--- config.mk ---
export PLATFORM = sky130hd
export DESIGN_NAME = rtcc_core
export DESIGN_NICKNAME = d
export VERILOG_FILES = /design/src/hw/rtcc_pkg.sv /design/src/hw/rtcc_bcd_step.sv /design/src/hw/rtcc_core.sv
export SDC_FILE = /design/constraint.sdc
export NUM_CORES = 1
export LEC_CHECK = 0
export BUFFER_PORTS_ARGS = -buffer_cell sky130_fd_sc_hd__buf_4
export CORE_ASPECT_RATIO = 2
export CORE_MARGIN = 8
export CORE_UTILIZATION = 66
export CTS_BUF_LIST = sky130_fd_sc_hd__clkbuf_8 sky130_fd_sc_hd__clkbuf_16
export CTS_CLUSTER_DIAMETER = 120
export DETAILED_ROUTE_END_ITERATION = 16
export GPL_TIMING_DRIVEN = 0
export PLACE_DENSITY = 0.86
export SLEW_MARGIN = 20
export SYNTH_ARGS = -nofsm -noshare
export SYNTH_HDL_FRONTEND = slang
export SYNTH_SLANG_ARGS = --single-unit
--- constraint.sdc ---
create_clock -name i_clk_sys -period 24.4 [get_ports i_clk_sys]
set_clock_uncertainty 0.1 [all_clocks]
set_input_delay 1.22 -clock i_clk_sys [delete_from_list [all_inputs] [get_ports i_clk_sys]]
set_output_delay 1.22 -clock i_clk_sys [all_outputs]
set_load 0.01 [all_outputs]
--- src/hw/rtcc_pkg.sv ---
// Purpose: Shared constants and types for the always-on calendar clock
// Assumes: 32.768 kHz oscillator sampled by a 100 MHz system clock
// Notes: All time fields are BCD, one decimal digit per nibble
package rtcc_pkg;

    // Slow clock
    localparam int TICK_HZ = 32768;
    localparam logic [15:0] TICK_LAST = 16'h7fff;
    localparam int MS_SHIFT = 15;
    localparam int MS_W = 10;
    localparam logic [9:0] MS_PER_S = 10'h3e8;
    localparam int SYS_HZ = 100000000;
    localparam int SYS_PER_TICK = SYS_HZ / TICK_HZ;
    localparam logic [1:0] WR_SLOW_CYCLES = 2'h2;

    // Calendar field positions inside the time vector
    localparam int F_SEC = 0;
    localparam int F_MIN = 1;
    localparam int F_HOUR = 2;
    localparam int F_DATE = 3;
    localparam int F_MONTH = 4;
    localparam int F_YEAR = 5;
    localparam int NFIELD = 6;

    // BCD limits
    localparam logic [3:0] BCD_DIGIT_MAX = 4'h9;
    localparam logic [7:0] BCD_ZERO = 8'h00;
    localparam logic [7:0] BCD_ONE = 8'h01;
    localparam logic [7:0] BCD_SEC_MAX = 8'h59;
    localparam logic [7:0] BCD_HOUR_MAX = 8'h23;
    localparam logic [7:0] BCD_MONTH_MAX = 8'h12;
    localparam logic [7:0] BCD_YEAR_MAX = 8'h99;
    localparam logic [7:0] BCD_FEB = 8'h02;
    localparam logic [7:0] BCD_APR = 8'h04;
    localparam logic [7:0] BCD_JUN = 8'h06;
    localparam logic [7:0] BCD_SEP = 8'h09;
    localparam logic [7:0] BCD_NOV = 8'h11;
    localparam logic [7:0] BCD_D28 = 8'h28;
    localparam logic [7:0] BCD_D29 = 8'h29;
    localparam logic [7:0] BCD_D30 = 8'h30;
    localparam logic [7:0] BCD_D31 = 8'h31;
    localparam logic [2:0] WDAY_MIN = 3'h1;
    localparam logic [2:0] WDAY_MAX = 3'h7;

    // Control bit positions
    localparam int CTL_AL_EN = 0;
    localparam int CTL_PER_EN = 1;
    localparam int CTL_WOUT_EN = 2;
    localparam int CTL_WIN_EN = 3;
    localparam int CTL_W = 4;

    // Register selects for the write and read ports
    typedef enum logic [4:0] {
        RTCC_R_SEC, RTCC_R_MIN, RTCC_R_HOUR, RTCC_R_DATE, RTCC_R_MONTH, RTCC_R_YEAR,
        RTCC_R_WDAY, RTCC_R_AL_SEC, RTCC_R_AL_MIN, RTCC_R_AL_HOUR, RTCC_R_AL_WDAY,
        RTCC_R_ALCFG, RTCC_R_CTL, RTCC_R_DRIFT, RTCC_R_MS, RTCC_R_FLAGS,
        RTCC_R_SCR0, RTCC_R_SCR1, RTCC_R_SCR2, RTCC_R_SCR3
    } rtcc_reg_t;

    typedef enum logic [2:0] {
        RTCC_AL_SEC, RTCC_AL_MIN, RTCC_AL_HOUR, RTCC_AL_DAY, RTCC_AL_WEEK
    } rtcc_al_mode_t;

    typedef enum logic [2:0] {
        RTCC_PER_MS, RTCC_PER_SEC, RTCC_PER_MIN, RTCC_PER_HOUR, RTCC_PER_DAY
    } rtcc_per_t;

    typedef struct packed {
        logic [2:0] wday;
        logic [NFIELD-1:0][7:0] f;
    } rtcc_time_t;

    typedef struct packed {
        logic periodic;
        logic alarm;
    } rtcc_flags_t;

    typedef struct packed {
        logic en;
        rtcc_reg_t sel;
        logic [15:0] data;
    } rtcc_wr_t;

endpackage

--- src/hw/rtcc_bcd_step.sv ---
// Purpose: One BCD calendar field advanced by one unit
// Assumes: Value is two BCD digits
// Notes: Any value at or above the limit wraps, so bad writes heal
`timescale 1ns/100ps
module rtcc_bcd_step (
    // Field
    input wire logic [7:0] i_val,
    input wire logic [7:0] i_lo,
    input wire logic [7:0] i_hi,
    // Result
    output logic [7:0] o_nxt,
    output logic o_wrap
);
    import rtcc_pkg::*;

    assign o_wrap = (i_val >= i_hi);
    assign o_nxt = o_wrap ? i_lo :
                   (i_val[3:0] >= BCD_DIGIT_MAX) ? {i_val[7:4] + 4'h1, 4'h0} : i_val + 8'h01;
endmodule

--- src/hw/rtcc_core.sv ---
// Purpose: Always-on calendar clock with alarm, periodic event and wake pin
// Assumes: i_rstn is the always-on supply power-on reset; i_osc_32k is the crystal clock
// Notes: The slow clock is sampled, not used as a clock; writes land on slow edges
// Overview of operation
// - Time, alarm and trim settings survive core power loss; control bits do not
// - Alarm, periodic or wake input request wakeup
// - Alarm or periodic event drives wake pin
// - Hundred year calendar ending at 2099
// - 24-hour time, weekday, date, leap Februaries
// - Time and alarm fields held in BCD
// - Alarm granularity second to week
// - Alarm at exact time of day
// - Periodic event: ms, second, minute, hour, day
// - All events merged on one interrupt
// - Counts 32.768 kHz with drift trim
// - Writes take effect two slow edges later
// - Oscillator off: writes ignored
// - Own power-on reset clears everything
// - Device reset or core power-good low clears control bits and any pending write
// - Scratch words survive core resets
`timescale 1ns/100ps
module rtcc_core (
    // Clock and always-on reset
    input wire logic i_clk_sys,
    input wire logic i_rstn,
    // Oscillator
    input wire logic i_osc_32k,
    input wire logic i_osc_en,
    // Core domain status pins
    input wire logic i_dev_rstn,
    input wire logic i_core_pwr_good,
    // Register ports
    input wire rtcc_pkg::rtcc_wr_t i_wr,
    input wire rtcc_pkg::rtcc_reg_t i_rd_sel,
    input wire rtcc_pkg::rtcc_flags_t i_flag_clr,
    output rtcc_pkg::rtcc_flags_t o_flags,
    output logic [15:0] o_rd_data,
    output logic o_wr_busy,
    // Time
    output rtcc_pkg::rtcc_time_t o_time,
    output logic [9:0] o_ms,
    // Events
    output logic o_irq,
    output logic o_wake_req,
    // Open-drain wake pin, low is asserted
    input wire logic i_wake_pin,
    output logic o_wake_pin,
    output logic o_wake_pin_oe
);
    import rtcc_pkg::*;

    typedef struct packed {
        logic osc_s1;
        logic osc_s2;
        logic osc_d;
        logic wk_s1;
        logic wk_s2;
        logic keep_s1;
        logic keep_s2;
        logic [15:0] tcnt;
        logic [9:0] ms;
        rtcc_time_t tm;
        rtcc_time_t al;
        rtcc_al_mode_t al_mode;
        rtcc_per_t per_sel;
        logic [CTL_W-1:0] ctl;
        logic [7:0] drift;
        logic [3:0][15:0] scr;
        rtcc_wr_t pend;
        logic [1:0] wr_cnt;
        rtcc_flags_t fl;
        logic [15:0] rd;
    } rtcc_st_t;

    rtcc_st_t st_ff;
    rtcc_st_t nxt_st;

    logic [NFIELD-1:0][7:0] cur;
    logic [NFIELD-1:0][7:0] lo;
    logic [NFIELD-1:0][7:0] hi;
    logic [NFIELD-1:0][7:0] step;
    logic [NFIELD-1:0] wrap;
    logic [NFIELD:0] carry;
    logic leap;
    logic [7:0] dim;
    logic tick;
    logic sec_tick;
    logic [15:0] tlim;
    logic [25:0] ms_prod;
    logic [9:0] ms_new;

    // Year 00 is 2000, so every fourth year is leap up to 2099
    assign leap = st_ff.tm.f[F_YEAR][4] ?
                  (st_ff.tm.f[F_YEAR][3:0] == 4'h2 || st_ff.tm.f[F_YEAR][3:0] == 4'h6) :
                  (st_ff.tm.f[F_YEAR][3:0] == 4'h0 || st_ff.tm.f[F_YEAR][3:0] == 4'h4 ||
                   st_ff.tm.f[F_YEAR][3:0] == 4'h8);
    assign dim = (st_ff.tm.f[F_MONTH] == BCD_FEB) ? (leap ? BCD_D29 : BCD_D28) :
                 (st_ff.tm.f[F_MONTH] == BCD_APR || st_ff.tm.f[F_MONTH] == BCD_JUN ||
                  st_ff.tm.f[F_MONTH] == BCD_SEP || st_ff.tm.f[F_MONTH] == BCD_NOV) ?
                 BCD_D30 : BCD_D31;

    assign cur = st_ff.tm.f;
    assign lo = {BCD_ZERO, BCD_ONE, BCD_ONE, BCD_ZERO, BCD_ZERO, BCD_ZERO};
    assign hi = {BCD_YEAR_MAX, BCD_MONTH_MAX, dim, BCD_HOUR_MAX, BCD_SEC_MAX, BCD_SEC_MAX};

    // Slow edge qualified by the enable; a stopped oscillator freezes time
    assign tick = st_ff.osc_s2 & ~st_ff.osc_d & i_osc_en;
    assign tlim = TICK_LAST + {{8{st_ff.drift[7]}}, st_ff.drift};
    assign sec_tick = tick & (st_ff.tcnt >= tlim);
    assign carry[0] = sec_tick;

    // Ripple of BCD fields, seconds up to years
    genvar gi;
    generate
        for (gi = 0; gi < NFIELD; gi++) begin : g_field
            rtcc_bcd_step u_step (
                .i_val(cur[gi]),
                .i_lo(lo[gi]),
                .i_hi(hi[gi]),
                .o_nxt(step[gi]),
                .o_wrap(wrap[gi])
            );
            assign carry[gi+1] = carry[gi] & wrap[gi];
        end
    endgenerate

    always_comb begin
        logic [NFIELD-1:0][7:0] nt;
        logic [2:0] nwd;
        logic al_hit;
        logic per_hit;
        logic ms_chg;
        nt = cur;
        nwd = st_ff.tm.wday;
        al_hit = 1'b0;
        per_hit = 1'b0;
        ms_chg = 1'b0;
        nxt_st = st_ff;

        // Pins from other domains pass two flops first
        nxt_st.osc_s1 = i_osc_32k;
        nxt_st.osc_s2 = st_ff.osc_s1;
        nxt_st.osc_d = st_ff.osc_s2;
        nxt_st.wk_s1 = i_wake_pin;
        nxt_st.wk_s2 = st_ff.wk_s1;
        nxt_st.keep_s1 = i_dev_rstn & i_core_pwr_good;
        nxt_st.keep_s2 = st_ff.keep_s1;

        // Sub-second count and derived milliseconds
        if (tick) begin
            nxt_st.tcnt = sec_tick ? 16'h0000 : st_ff.tcnt + 16'h0001;
        end
        ms_prod = 26'(nxt_st.tcnt) * 26'(MS_PER_S);
        ms_new = ms_prod[MS_SHIFT +: MS_W];
        // Positive trim lengthens the second; hold the last millisecond rather than show 1000
        if (ms_new >= MS_PER_S) begin
            ms_new = MS_PER_S - 10'h001;
        end
        ms_chg = tick & (ms_new != st_ff.ms);
        nxt_st.ms = ms_new;

        for (int i = 0; i < NFIELD; i++) begin
            if (carry[i]) begin
                nt[i] = step[i];
            end
        end
        if (carry[F_DATE]) begin
            nwd = (st_ff.tm.wday >= WDAY_MAX) ? WDAY_MIN : st_ff.tm.wday + 3'h1;
        end
        nxt_st.tm.f = nt;
        nxt_st.tm.wday = nwd;

        // Alarm checked against the time just reached
        if (sec_tick) begin
            unique case (st_ff.al_mode)
                RTCC_AL_SEC: al_hit = 1'b1;
                RTCC_AL_MIN: al_hit = nt[F_SEC] == st_ff.al.f[F_SEC];
                RTCC_AL_HOUR: al_hit = nt[F_SEC] == st_ff.al.f[F_SEC] &&
                                       nt[F_MIN] == st_ff.al.f[F_MIN];
                RTCC_AL_DAY: al_hit = nt[F_SEC] == st_ff.al.f[F_SEC] &&
                                      nt[F_MIN] == st_ff.al.f[F_MIN] &&
                                      nt[F_HOUR] == st_ff.al.f[F_HOUR];
                RTCC_AL_WEEK: al_hit = nt[F_SEC] == st_ff.al.f[F_SEC] &&
                                       nt[F_MIN] == st_ff.al.f[F_MIN] &&
                                       nt[F_HOUR] == st_ff.al.f[F_HOUR] &&
                                       nwd == st_ff.al.wday;
                default: al_hit = 1'b0;
            endcase
        end

        unique case (st_ff.per_sel)
            RTCC_PER_MS: per_hit = ms_chg;
            RTCC_PER_SEC: per_hit = carry[F_SEC];
            RTCC_PER_MIN: per_hit = carry[F_MIN];
            RTCC_PER_HOUR: per_hit = carry[F_HOUR];
            RTCC_PER_DAY: per_hit = carry[F_DATE];
            default: per_hit = 1'b0;
        endcase

        // Set beats clear so no event is lost
        nxt_st.fl.alarm = (st_ff.fl.alarm & ~i_flag_clr.alarm) | al_hit;
        nxt_st.fl.periodic = (st_ff.fl.periodic & ~i_flag_clr.periodic) | per_hit;

        // Write capture; one in flight, later ones dropped while busy
        if (i_wr.en && i_osc_en && !st_ff.pend.en) begin
            nxt_st.pend = i_wr;
            nxt_st.wr_cnt = 2'h0;
        end
        if (st_ff.pend.en && tick) begin
            nxt_st.wr_cnt = st_ff.wr_cnt + 2'h1;
            if (st_ff.wr_cnt + 2'h1 >= WR_SLOW_CYCLES) begin
                nxt_st.pend.en = 1'b0;
                unique case (st_ff.pend.sel)
                    RTCC_R_SEC: begin
                        nxt_st.tm.f[F_SEC] = st_ff.pend.data[7:0];
                        nxt_st.tcnt = 16'h0000;
                        nxt_st.ms = '0;
                    end
                    RTCC_R_MIN: nxt_st.tm.f[F_MIN] = st_ff.pend.data[7:0];
                    RTCC_R_HOUR: nxt_st.tm.f[F_HOUR] = st_ff.pend.data[7:0];
                    RTCC_R_DATE: nxt_st.tm.f[F_DATE] = st_ff.pend.data[7:0];
                    RTCC_R_MONTH: nxt_st.tm.f[F_MONTH] = st_ff.pend.data[7:0];
                    RTCC_R_YEAR: nxt_st.tm.f[F_YEAR] = st_ff.pend.data[7:0];
                    RTCC_R_WDAY: nxt_st.tm.wday = st_ff.pend.data[2:0];
                    RTCC_R_AL_SEC: nxt_st.al.f[F_SEC] = st_ff.pend.data[7:0];
                    RTCC_R_AL_MIN: nxt_st.al.f[F_MIN] = st_ff.pend.data[7:0];
                    RTCC_R_AL_HOUR: nxt_st.al.f[F_HOUR] = st_ff.pend.data[7:0];
                    RTCC_R_AL_WDAY: nxt_st.al.wday = st_ff.pend.data[2:0];
                    RTCC_R_ALCFG: begin
                        nxt_st.al_mode = rtcc_al_mode_t'(st_ff.pend.data[2:0]);
                        nxt_st.per_sel = rtcc_per_t'(st_ff.pend.data[6:4]);
                    end
                    RTCC_R_CTL: nxt_st.ctl = st_ff.pend.data[CTL_W-1:0];
                    RTCC_R_DRIFT: nxt_st.drift = st_ff.pend.data[7:0];
                    RTCC_R_SCR0: nxt_st.scr[0] = st_ff.pend.data;
                    RTCC_R_SCR1: nxt_st.scr[1] = st_ff.pend.data;
                    RTCC_R_SCR2: nxt_st.scr[2] = st_ff.pend.data;
                    RTCC_R_SCR3: nxt_st.scr[3] = st_ff.pend.data;
                    default: nxt_st.pend.en = 1'b0;
                endcase
            end
        end

        // Only control and pending update follow the core domain
        if (!st_ff.keep_s2) begin
            nxt_st.ctl = '0;
            nxt_st.pend.en = 1'b0;
        end

        // Read view, registered
        unique case (i_rd_sel)
            RTCC_R_SEC: nxt_st.rd = {8'h00, st_ff.tm.f[F_SEC]};
            RTCC_R_MIN: nxt_st.rd = {8'h00, st_ff.tm.f[F_MIN]};
            RTCC_R_HOUR: nxt_st.rd = {8'h00, st_ff.tm.f[F_HOUR]};
            RTCC_R_DATE: nxt_st.rd = {8'h00, st_ff.tm.f[F_DATE]};
            RTCC_R_MONTH: nxt_st.rd = {8'h00, st_ff.tm.f[F_MONTH]};
            RTCC_R_YEAR: nxt_st.rd = {8'h00, st_ff.tm.f[F_YEAR]};
            RTCC_R_WDAY: nxt_st.rd = {13'h0, st_ff.tm.wday};
            RTCC_R_AL_SEC: nxt_st.rd = {8'h00, st_ff.al.f[F_SEC]};
            RTCC_R_AL_MIN: nxt_st.rd = {8'h00, st_ff.al.f[F_MIN]};
            RTCC_R_AL_HOUR: nxt_st.rd = {8'h00, st_ff.al.f[F_HOUR]};
            RTCC_R_AL_WDAY: nxt_st.rd = {13'h0, st_ff.al.wday};
            RTCC_R_ALCFG: nxt_st.rd = {9'h000, st_ff.per_sel, 1'b0, st_ff.al_mode};
            RTCC_R_CTL: nxt_st.rd = {12'h000, st_ff.ctl};
            RTCC_R_DRIFT: nxt_st.rd = {8'h00, st_ff.drift};
            RTCC_R_MS: nxt_st.rd = {6'h00, st_ff.ms};
            RTCC_R_FLAGS: nxt_st.rd = {14'h0, st_ff.fl};
            RTCC_R_SCR0: nxt_st.rd = st_ff.scr[0];
            RTCC_R_SCR1: nxt_st.rd = st_ff.scr[1];
            RTCC_R_SCR2: nxt_st.rd = st_ff.scr[2];
            RTCC_R_SCR3: nxt_st.rd = st_ff.scr[3];
            default: nxt_st.rd = 16'h0000;
        endcase
    end

    // Only the always-on power-on reset clears all of this state; core resets clear control and pending write
    always_ff @(posedge i_clk_sys) begin
        if (!i_rstn) begin
            st_ff <= '0;
            st_ff.tm.f[F_DATE] <= BCD_ONE;
            st_ff.tm.f[F_MONTH] <= BCD_ONE;
            st_ff.tm.wday <= WDAY_MIN;
            st_ff.al.wday <= WDAY_MIN;
            // Core presumed up and wake pin idle high, so the first write survives release
            st_ff.keep_s1 <= 1'b1;
            st_ff.keep_s2 <= 1'b1;
            st_ff.wk_s1 <= 1'b1;
            st_ff.wk_s2 <= 1'b1;
        end else begin
            st_ff <= nxt_st;
        end
    end

    // Busy also stalls the caller, which holds margins
    assign o_wr_busy = st_ff.pend.en;
    assign o_flags = st_ff.fl;
    assign o_rd_data = st_ff.rd;
    assign o_time = st_ff.tm;
    assign o_ms = st_ff.ms;
    assign o_irq = (st_ff.fl.alarm & st_ff.ctl[CTL_AL_EN]) |
                   (st_ff.fl.periodic & st_ff.ctl[CTL_PER_EN]);
    assign o_wake_pin = 1'b0;
    assign o_wake_pin_oe = o_irq & st_ff.ctl[CTL_WOUT_EN];
    assign o_wake_req = o_irq | (st_ff.ctl[CTL_WIN_EN] & ~st_ff.wk_s2);
endmodule

==> summary.txt, run 1 <==
Timing
  • Min Tclk post-route: around 9900 ps
  • Unrepaired setup endpoints after global routing: no
  • Worst-margin pin slew: 1209 ps
  • Setup Viol. Count Final: 0
  • Fin. Hold Viols: 0
  • Max frequency: 0.1009 GHz
  • Final Max Tran Viols: 0
  • Setup TNS: 0 ps
  • Final period util: 40.60%
  • Relative slew slack: 19.08%

Logic synthesis
  • Synth Net Count: 2,121
  • Post-Syn Area: 16,090 um2
  • Synth Warn #: 0
  • Post-synth top area cell: dfxtp_1
  • Mapped Cells: 1,931
  • Top FF cell, synth: dfxtp_1
  • Post-synth EDFFs: 0
  • Largest cells by area after synthesis: dfxtp_1 (29%), ha_1 (8.1%), fa_1 (6.2%)
  • Syn Area/Cell: 8.331 um2
  • Synth top area share: between 20% and 30%
  • Synthesized flop and latch total: 235
  • Distinct cells, synth: 96
  • Seq/Total Area, Yosys: 29.24%
  • Ys async rst share: 0%

CTS
  • Resize count post-CTS: 0
  • Clock sink count: around 240
  • Clock tree buffer depth: 3
  • CTS Root Cell: clkbuf_16
  • Clk pin slew, worst setup/hold paths: 70 ps
  • Post-cts hold buffer count: 0
  • Num CTS Buffers: 22
  • Post-CTS setup buffers: 0
  • CTS H-tree depth: 1
  • CTS tree: done
  • Clock Latency Late Sink: about 520 ps

Layout
  • Commonest non-fill, non-tap cell in the layout: nand2_1
  • Finished Cell Area: 18,060 um2
  • # nets final: 2,261
  • Filler instances: 1,839
  • Reg area: 4705 um2
  • Ant diodes: 0
  • Commonest non-fill, non-tap cells in the layout: nand2_1 (242), dfxtp_1 (235), buf_4 (196), nor2_1 (148), inv_1 (121)
  • Multi-input gate area: 10,000 um2
  • Layout cell share with drive strength beyond 1: 13.86%
  • Area added between synthesis and finish: 12.29%

Detailed routing
  • Vias: 15,358
  • Drt via density: 6.467
  • DRT Wirelength: ~55,000 um
  • Top Layer Used: met4
  • Starting DRT DRC Count: 1,911
  • Met2 WL: 24,160 um
  • WL met1: 21,130 um
  • DRC viols: 0
  • WL/cell: ~23 um
  • DRT Pass-1 Iters: 7
  • Routed wl met3: 5656 um
  • Antenna viol nets, final: 0

Power and ir drop
  • Leak: around 7.8 nW
  • Pwr Density: 43.34 nW/um2
  • Worst VDD drop: ~0.000064 V

Run status
  • Status: finished clean

GRT
  • First-pass GRT wire length: 83,930 um
  • Initial antenna violation count: 0
  • GRT Total Usage: 36.19%
  • Vias in the first global route: ~15,000
  • Grt total ovfl: 0
  • Largest net degree at the start of global routing: 16

Critical path
  • Reg2reg start: st_ff[108]
  • R2r setup slk: 14,490 ps
  • Crit. End Element: flop
  • Worst r2r path cells: 32
  • Setup crit end: o_flags[1]
  • Max stage delay cell, worst path: or4_1
  • CP peak stage delay: 560 ps
  • Largest fanout on the critical path: 10
  • Most frequent CP cell: fa_1
  • Worst Setup SP: st_ff[108]
  • CP Class: reg -> reg
  • CP required: 24,700 ps
  • Startpoint Class: flop
  • Crit Reg-Reg Endpoint: o_flags[1]
  • Crit path DAT: 10,200 ps

Placement
  • Buffers on Ports: 116
  • HPWL after DPL: roughly 42,000 um
  • Global placement routability congestion: 1.069
  • DP Area: around 17,000 um2

Floorplan
  • Core Footprint: 24,220 um2
  • Die footprint: approximately 30,000 um2
  • Num rows: 81
  • I/O Pins: 120
  • Die height: 236.8 um
  • Starting density of the core: 66.41%
  • Die Span X: 126.4 um

Hold path
  • Hold Crit Class: reg -> reg

Job
  • MaxCap Viol Count: 0
-- sequential cells by signal (all words and copies together) (netlist names) --
register   flops
o_time        51
st_ff        151
o_wr_busy      1
nxt_st         4
o_flags        2
o_ms          10
o_rd_data     16
-- final cells by class --
cell class / count / share of cell area, %
clock buffers: 29 / 3.643
repair buffers: 116 / 4.821
flip-flops and latches: 235 / 26.04
plain buffers: 170 / 5.299
inverters: 118 / 2.452
multi-input cells: 1408 / 55.37
clock inverters: 9 / 0.3602
well taps: 290 / 2.009
-- where the power goes --
part           switching (W)   total, W  internal, W
Combinational      0.0000298  0.0000420    0.0000122
Clock               0.000153   0.000352     0.000199
Sequential        0.00000310   0.000389     0.000386
-- cells by family (layout without fill, tap and decap cells) --
family | count (synthesis) | in the layout | synth area share, %
buffers and inverters | 288 | 442 | 8.703
xor gates and xnor gates | 63 | 63 | 3.679
adders and majority gates | 154 | 154 | 14.31
other | 1 | 1 | 0.02331
and+or+nand+nor | 696 | 696 | 21.30
AOI/OAI and AO/OA | 433 | 433 | 18.90
DFF | 235 | 235 | 29.24
muxes | 61 | 61 | 3.834
-- per-layer routing --
layer	vias up	global-route usage, %
met5	-	0
met1	7179	45.01
li1	6948	-
met2	990	55.33
met4	0	25.25
met3	241	6.918
-- how the worst min path moves through the flow --
| stage | startpoint | to | depth (start not counted) |
|---|---|---|---|
| CTS | nxt_st[254] | st_ff[254] | 1 |
| floorplan | nxt_st[252] | st_ff[252] | 1 |
| global route | nxt_st[254] | st_ff[254] | 1 |
| finish | nxt_st[254] | st_ff[254] | 1 |
| detailed placement | nxt_st[252] | st_ff[252] | 1 |
| global placement | nxt_st[254] | st_ff[254] | 1 |
-- critical path: cells and delay by family, from the launching register on --
kind | cells | cell delay, ps
simple gates | 11 | 3220
fa+ha+maj | 7 | 2850
buf+inv | 7 | 1460
compound gates | 7 | 1780
flops | 1 | 380
-- per-stage QoR --
step | total power (W) | util (%) | hold slack [ps] | cells | worst slack, ps
after floorplan | 0.0004170 | - | 286.3 | 1931 | 16000
after global placement | 0.0004369 | 71.51 | 291.9 | 2337 | 14770
after detailed placement | 0.0004373 | 71.59 | 294.9 | 2337 | 14640
after CTS | 0.0007780 | 74.58 | 320.2 | 2375 | 14590
after global routing | 0.0007965 | 74.58 | 343.4 | 2375 | 13940
final | 0.0007829 | 74.58 | 323.4 | 2375 | 14490
-- Yosys cell counts, types with 24 or more instances --
master / count
clkbuf_1: 82
nor3_1: 33
inv_1: 117
ha_1: 104
fa_1: 50
buf_4: 80
and3_1: 25
xor2_1: 24
nor2b_1: 66
xnor2_1: 36
o21ai_0: 44
a21oi_1: 117
a21boi_0: 55
nand2_1: 242
a22oi_1: 29
mux2i_1: 56
a221oi_1: 31
dfxtp_1: 235
nor2_1: 148
nand3_1: 63
(Power assumes the default switching activity.)
==> run 2, diff against run 1 <==
Settings changed: CORE_UTILIZATION 66 to 56, PLACE_DENSITY 0.86 to 0.78.
Clock period 24.4 ns to 8.05 ns, I/O delays scaled along.
==> run 2 against run 1 <==
Effect of this change:
- the flow now finishes with violations (setup timing)
- critical path depth shrank 1
- sequential share of layout area decreased by 1.4 points
- highest routed layer is now met5
- total power grew to 3.0 times the previous value
- cell area up 5.9%
- combinational power increased to 3.0 times the previous value
- worst setup slack worse by 15000 ps
- largest power group unchanged
- flip-flop and latch count did not move
- non-clock buffer count increased by 47
==> summary.txt, run 2 (synthesis gave the netlist of run 1 again) <==
Critical path
  • CP required: 8360 ps (-16,340 ps)
  • Max stage delay cell, worst path: or4_4
  • CP Class: reg -> reg
  • CP peak stage delay: 550 ps (about the same)
  • Largest fanout on the critical path: 6 (-4)
  • Startpoint Class: flop
  • Most frequent CP cell: fa_1
  • Crit. End Element: flop
  • Crit path DAT: 8550 ps (-1650 ps)
  • R2r setup slk: -190 ps (-14,690 ps)

Layout
  • Ant diodes: 0 (unchanged)
  • Area added between synthesis and finish: 18.92%
  • Layout cell share with drive strength beyond 1: 19.58% (+5.7 points)
  • # nets final: 2,309 (+2.1%)
  • Max reg flops: 151 (unchanged)
  • Final instance count without filler cells: 2,495 (+5.1%)
  • Biggest register: st_ff
  • Core Util, Final: 67.08% (-7.5 points)
  • Commonest non-fill, non-tap cells in the layout: buf_4 (239), nand2_1 (235), dfxtp_1 (231), nor2_1 (139), inv_1 (114)
  • Commonest non-fill, non-tap cell in the layout: buf_4

Power and ir drop
  • Clock power share: 44.8% (-0.2 points)
  • Sw Ratio: 24.46% (+0.67 points)
  • Flop pwr share: 49.8% (about the same)
  • Pwr Density: 123.7 nW/um2 (+190%)
  • P_sw: 0.0005787 W (+210%)
  • Worst VDD drop: 0.0002402 V (+270%)
  • Comb power frac: 5.4% (about the same)
  • Leak: 8.110 nW (+4.3%)
  • Design Power: 0.002366 W (+200%)
  • Pint: 0.001787 W (+200%)

CTS
  • Clock tree buffer depth: 3 (unchanged)
  • Clk pin slew, worst setup/hold paths: 70 ps (about the same)
  • Clock sink count: 235 (unchanged)
  • CTS tree: done
  • CTS Root Cell: clkbuf_16
  • Clock Latency Late Sink: 530 ps (about the same)
  • Num CTS Buffers: 23 (+4.5%)
  • CTS H-tree depth: 1 (unchanged)

Timing
  • Final worst setup slack: -193.2 ps (-14,690 ps)
  • Setup Viol. Count Final: 1 (+1)
  • Final Max Tran Viols: 0 (unchanged)
  • Fin. Hold Viols: 0 (unchanged)
  • Min Tclk post-route: 8243 ps (-1664 ps)
  • Relative slew slack: 28.42% (+9.3 points)
  • Max frequency: 0.1213 GHz (+20%)
  • Unrepaired setup endpoints after global routing: yes
  • Worst-margin pin slew: 1070 ps (-139.6 ps)
  • Final period util: 102.4% (+62 points)

Run status
  • Failing checks: setup timing
  • Status: finished, violations left

Floorplan
  • I/O Pins: 120 (unchanged)
  • Starting density of the core: 56.41% (-10 points)
  • Die Span X: 135.8 um (+7.5%)
  • Num rows: 88 (+8.6%)
  • Die footprint: 34,730 um2 (+16%)
  • Core Footprint: 28,520 um2 (+18%)
  • Die height: 255.7 um (+8.0%)

Placement
  • HPWL after DPL: 40,750 um (-3.5%)
  • Buffers on Ports: 116 (unchanged)
  • Global placement routability congestion: 1.078 (+0.93%)
  • Post-Place Cells: 2,407 (+3.0%)

GRT
  • Grt total ovfl: 0 (unchanged)
  • Largest net degree at the start of global routing: 16 (unchanged)
  • Vias in the first global route: 14,410 (-0.87%)
  • First-pass GRT wire length: 83,250 um (-0.81%)
  • Initial antenna violation count: 1 (+1)
  • GRT Total Usage: 30.67% (-5.5 points)

Detailed routing
  • DRT Wirelength: 55,680 um (+0.51%)
  • WL/cell: 22.32 um (-4.3%)
  • DRT Pass-1 Iters: 6 (-1)
  • DRC viols: 0 (unchanged)
  • Vias: 15,457 (+0.64%)
  • Starting DRT DRC Count: 1,829 (-4.3%)
  • Antenna viol nets, final: 0 (unchanged)
  • Drt via density: 6.195 (-4.2%)

Hold path
  • Hold Crit Class: in -> reg

Job
  • MaxCap Viol Count: 0 (unchanged)
[run 2: changes by cell type in the layout (fill, tap and decap cells not counted), sizes merged]
cell,change
dlygate4sd3,+4
clkinvlp,+4
clkbuf,-5
buf,+48
inv,+1
clkinv,-1
bufinv,-1
[run 2: critical path, delay by kind of cell, from the launching register on]
kind	cells	cell delay (ps)
DFF	1	360
buffers and inverters	5	570
and+or+nand+nor	11	2670
AOI/OAI and AO/OA	8	1780
xor gates and xnor gates	1	170
adders and majority gates	6	2470
[run 2: cell type report]
| class | instances | area, um2 |
|---|---|---|
| Inverter | 118 | 442.9 |
| Sequential cell | 235 | 4715 |
| Fill cell | 2309 | 9387 |
| Multi-Input combinational cell | 1408 | 10520 |
| Buffer | 166 | 985.9 |
| Clock inverter | 12 | 71.32 |
| Timing Repair Buffer | 167 | 1287 |
| Tap cell | 360 | 450.4 |
| Clock buffer | 29 | 658.1 |
[run 2: final timing paths]
| check | from | end | cells after the start |
|---|---|---|---|
| max | st_ff[108] | o_flags[1] | 31 |
| min | i_wr[8] | st_ff[28] | 3 |
| max reg2reg | st_ff[108] | o_flags[1] | 31 |
| min reg2reg | nxt_st[252] | st_ff[252] | 1 |
[run 2: power by group through the flow]
stage                     Clock, W  Combinational (W)  Sequential (W)
final                      0.00106           0.000128         0.00118
after global routing       0.00111           0.000133         0.00118
after CTS                  0.00106           0.000121         0.00118
after detailed placement         0           0.000119         0.00120
after global placement           0           0.000118         0.00120
after floorplan                  0          0.0000634         0.00120
[run 2: what timing repair did]
action	CTS	global route
buffers inserted	29	18
pin swaps	28	42
endpoints found under the hold margin	3	0
gates resized for setup	64	48
hold buffers	4	0
endpoints found under the setup margin	10	6
[run 2: per-stage QoR]
stage	setup slack (ps)	hold slack [ps]	cell area, um2	TNS [ps]
after floorplan	8.089	286.3	16130	0
after global placement	-984.8	289.4	17450	-4546
after global routing	-478.6	27.17	19130	-1372
after detailed placement	-1086	294.0	17470	-5648
final	-193.2	28.16	19130	-193.2
after CTS	-186.2	17.41	18750	-186.2
[run 2: routing by layer]
metal | track usage, % | vias up | part of all wire [%]
met5 | 0 | - | 0.020
met4 | 20.85 | 2 | 7.9
met3 | 4.933 | 253 | 9.9
met2 | 46.55 | 953 | 45
met1 | 38.89 | 7203 | 38
li1 | - | 7046 | -
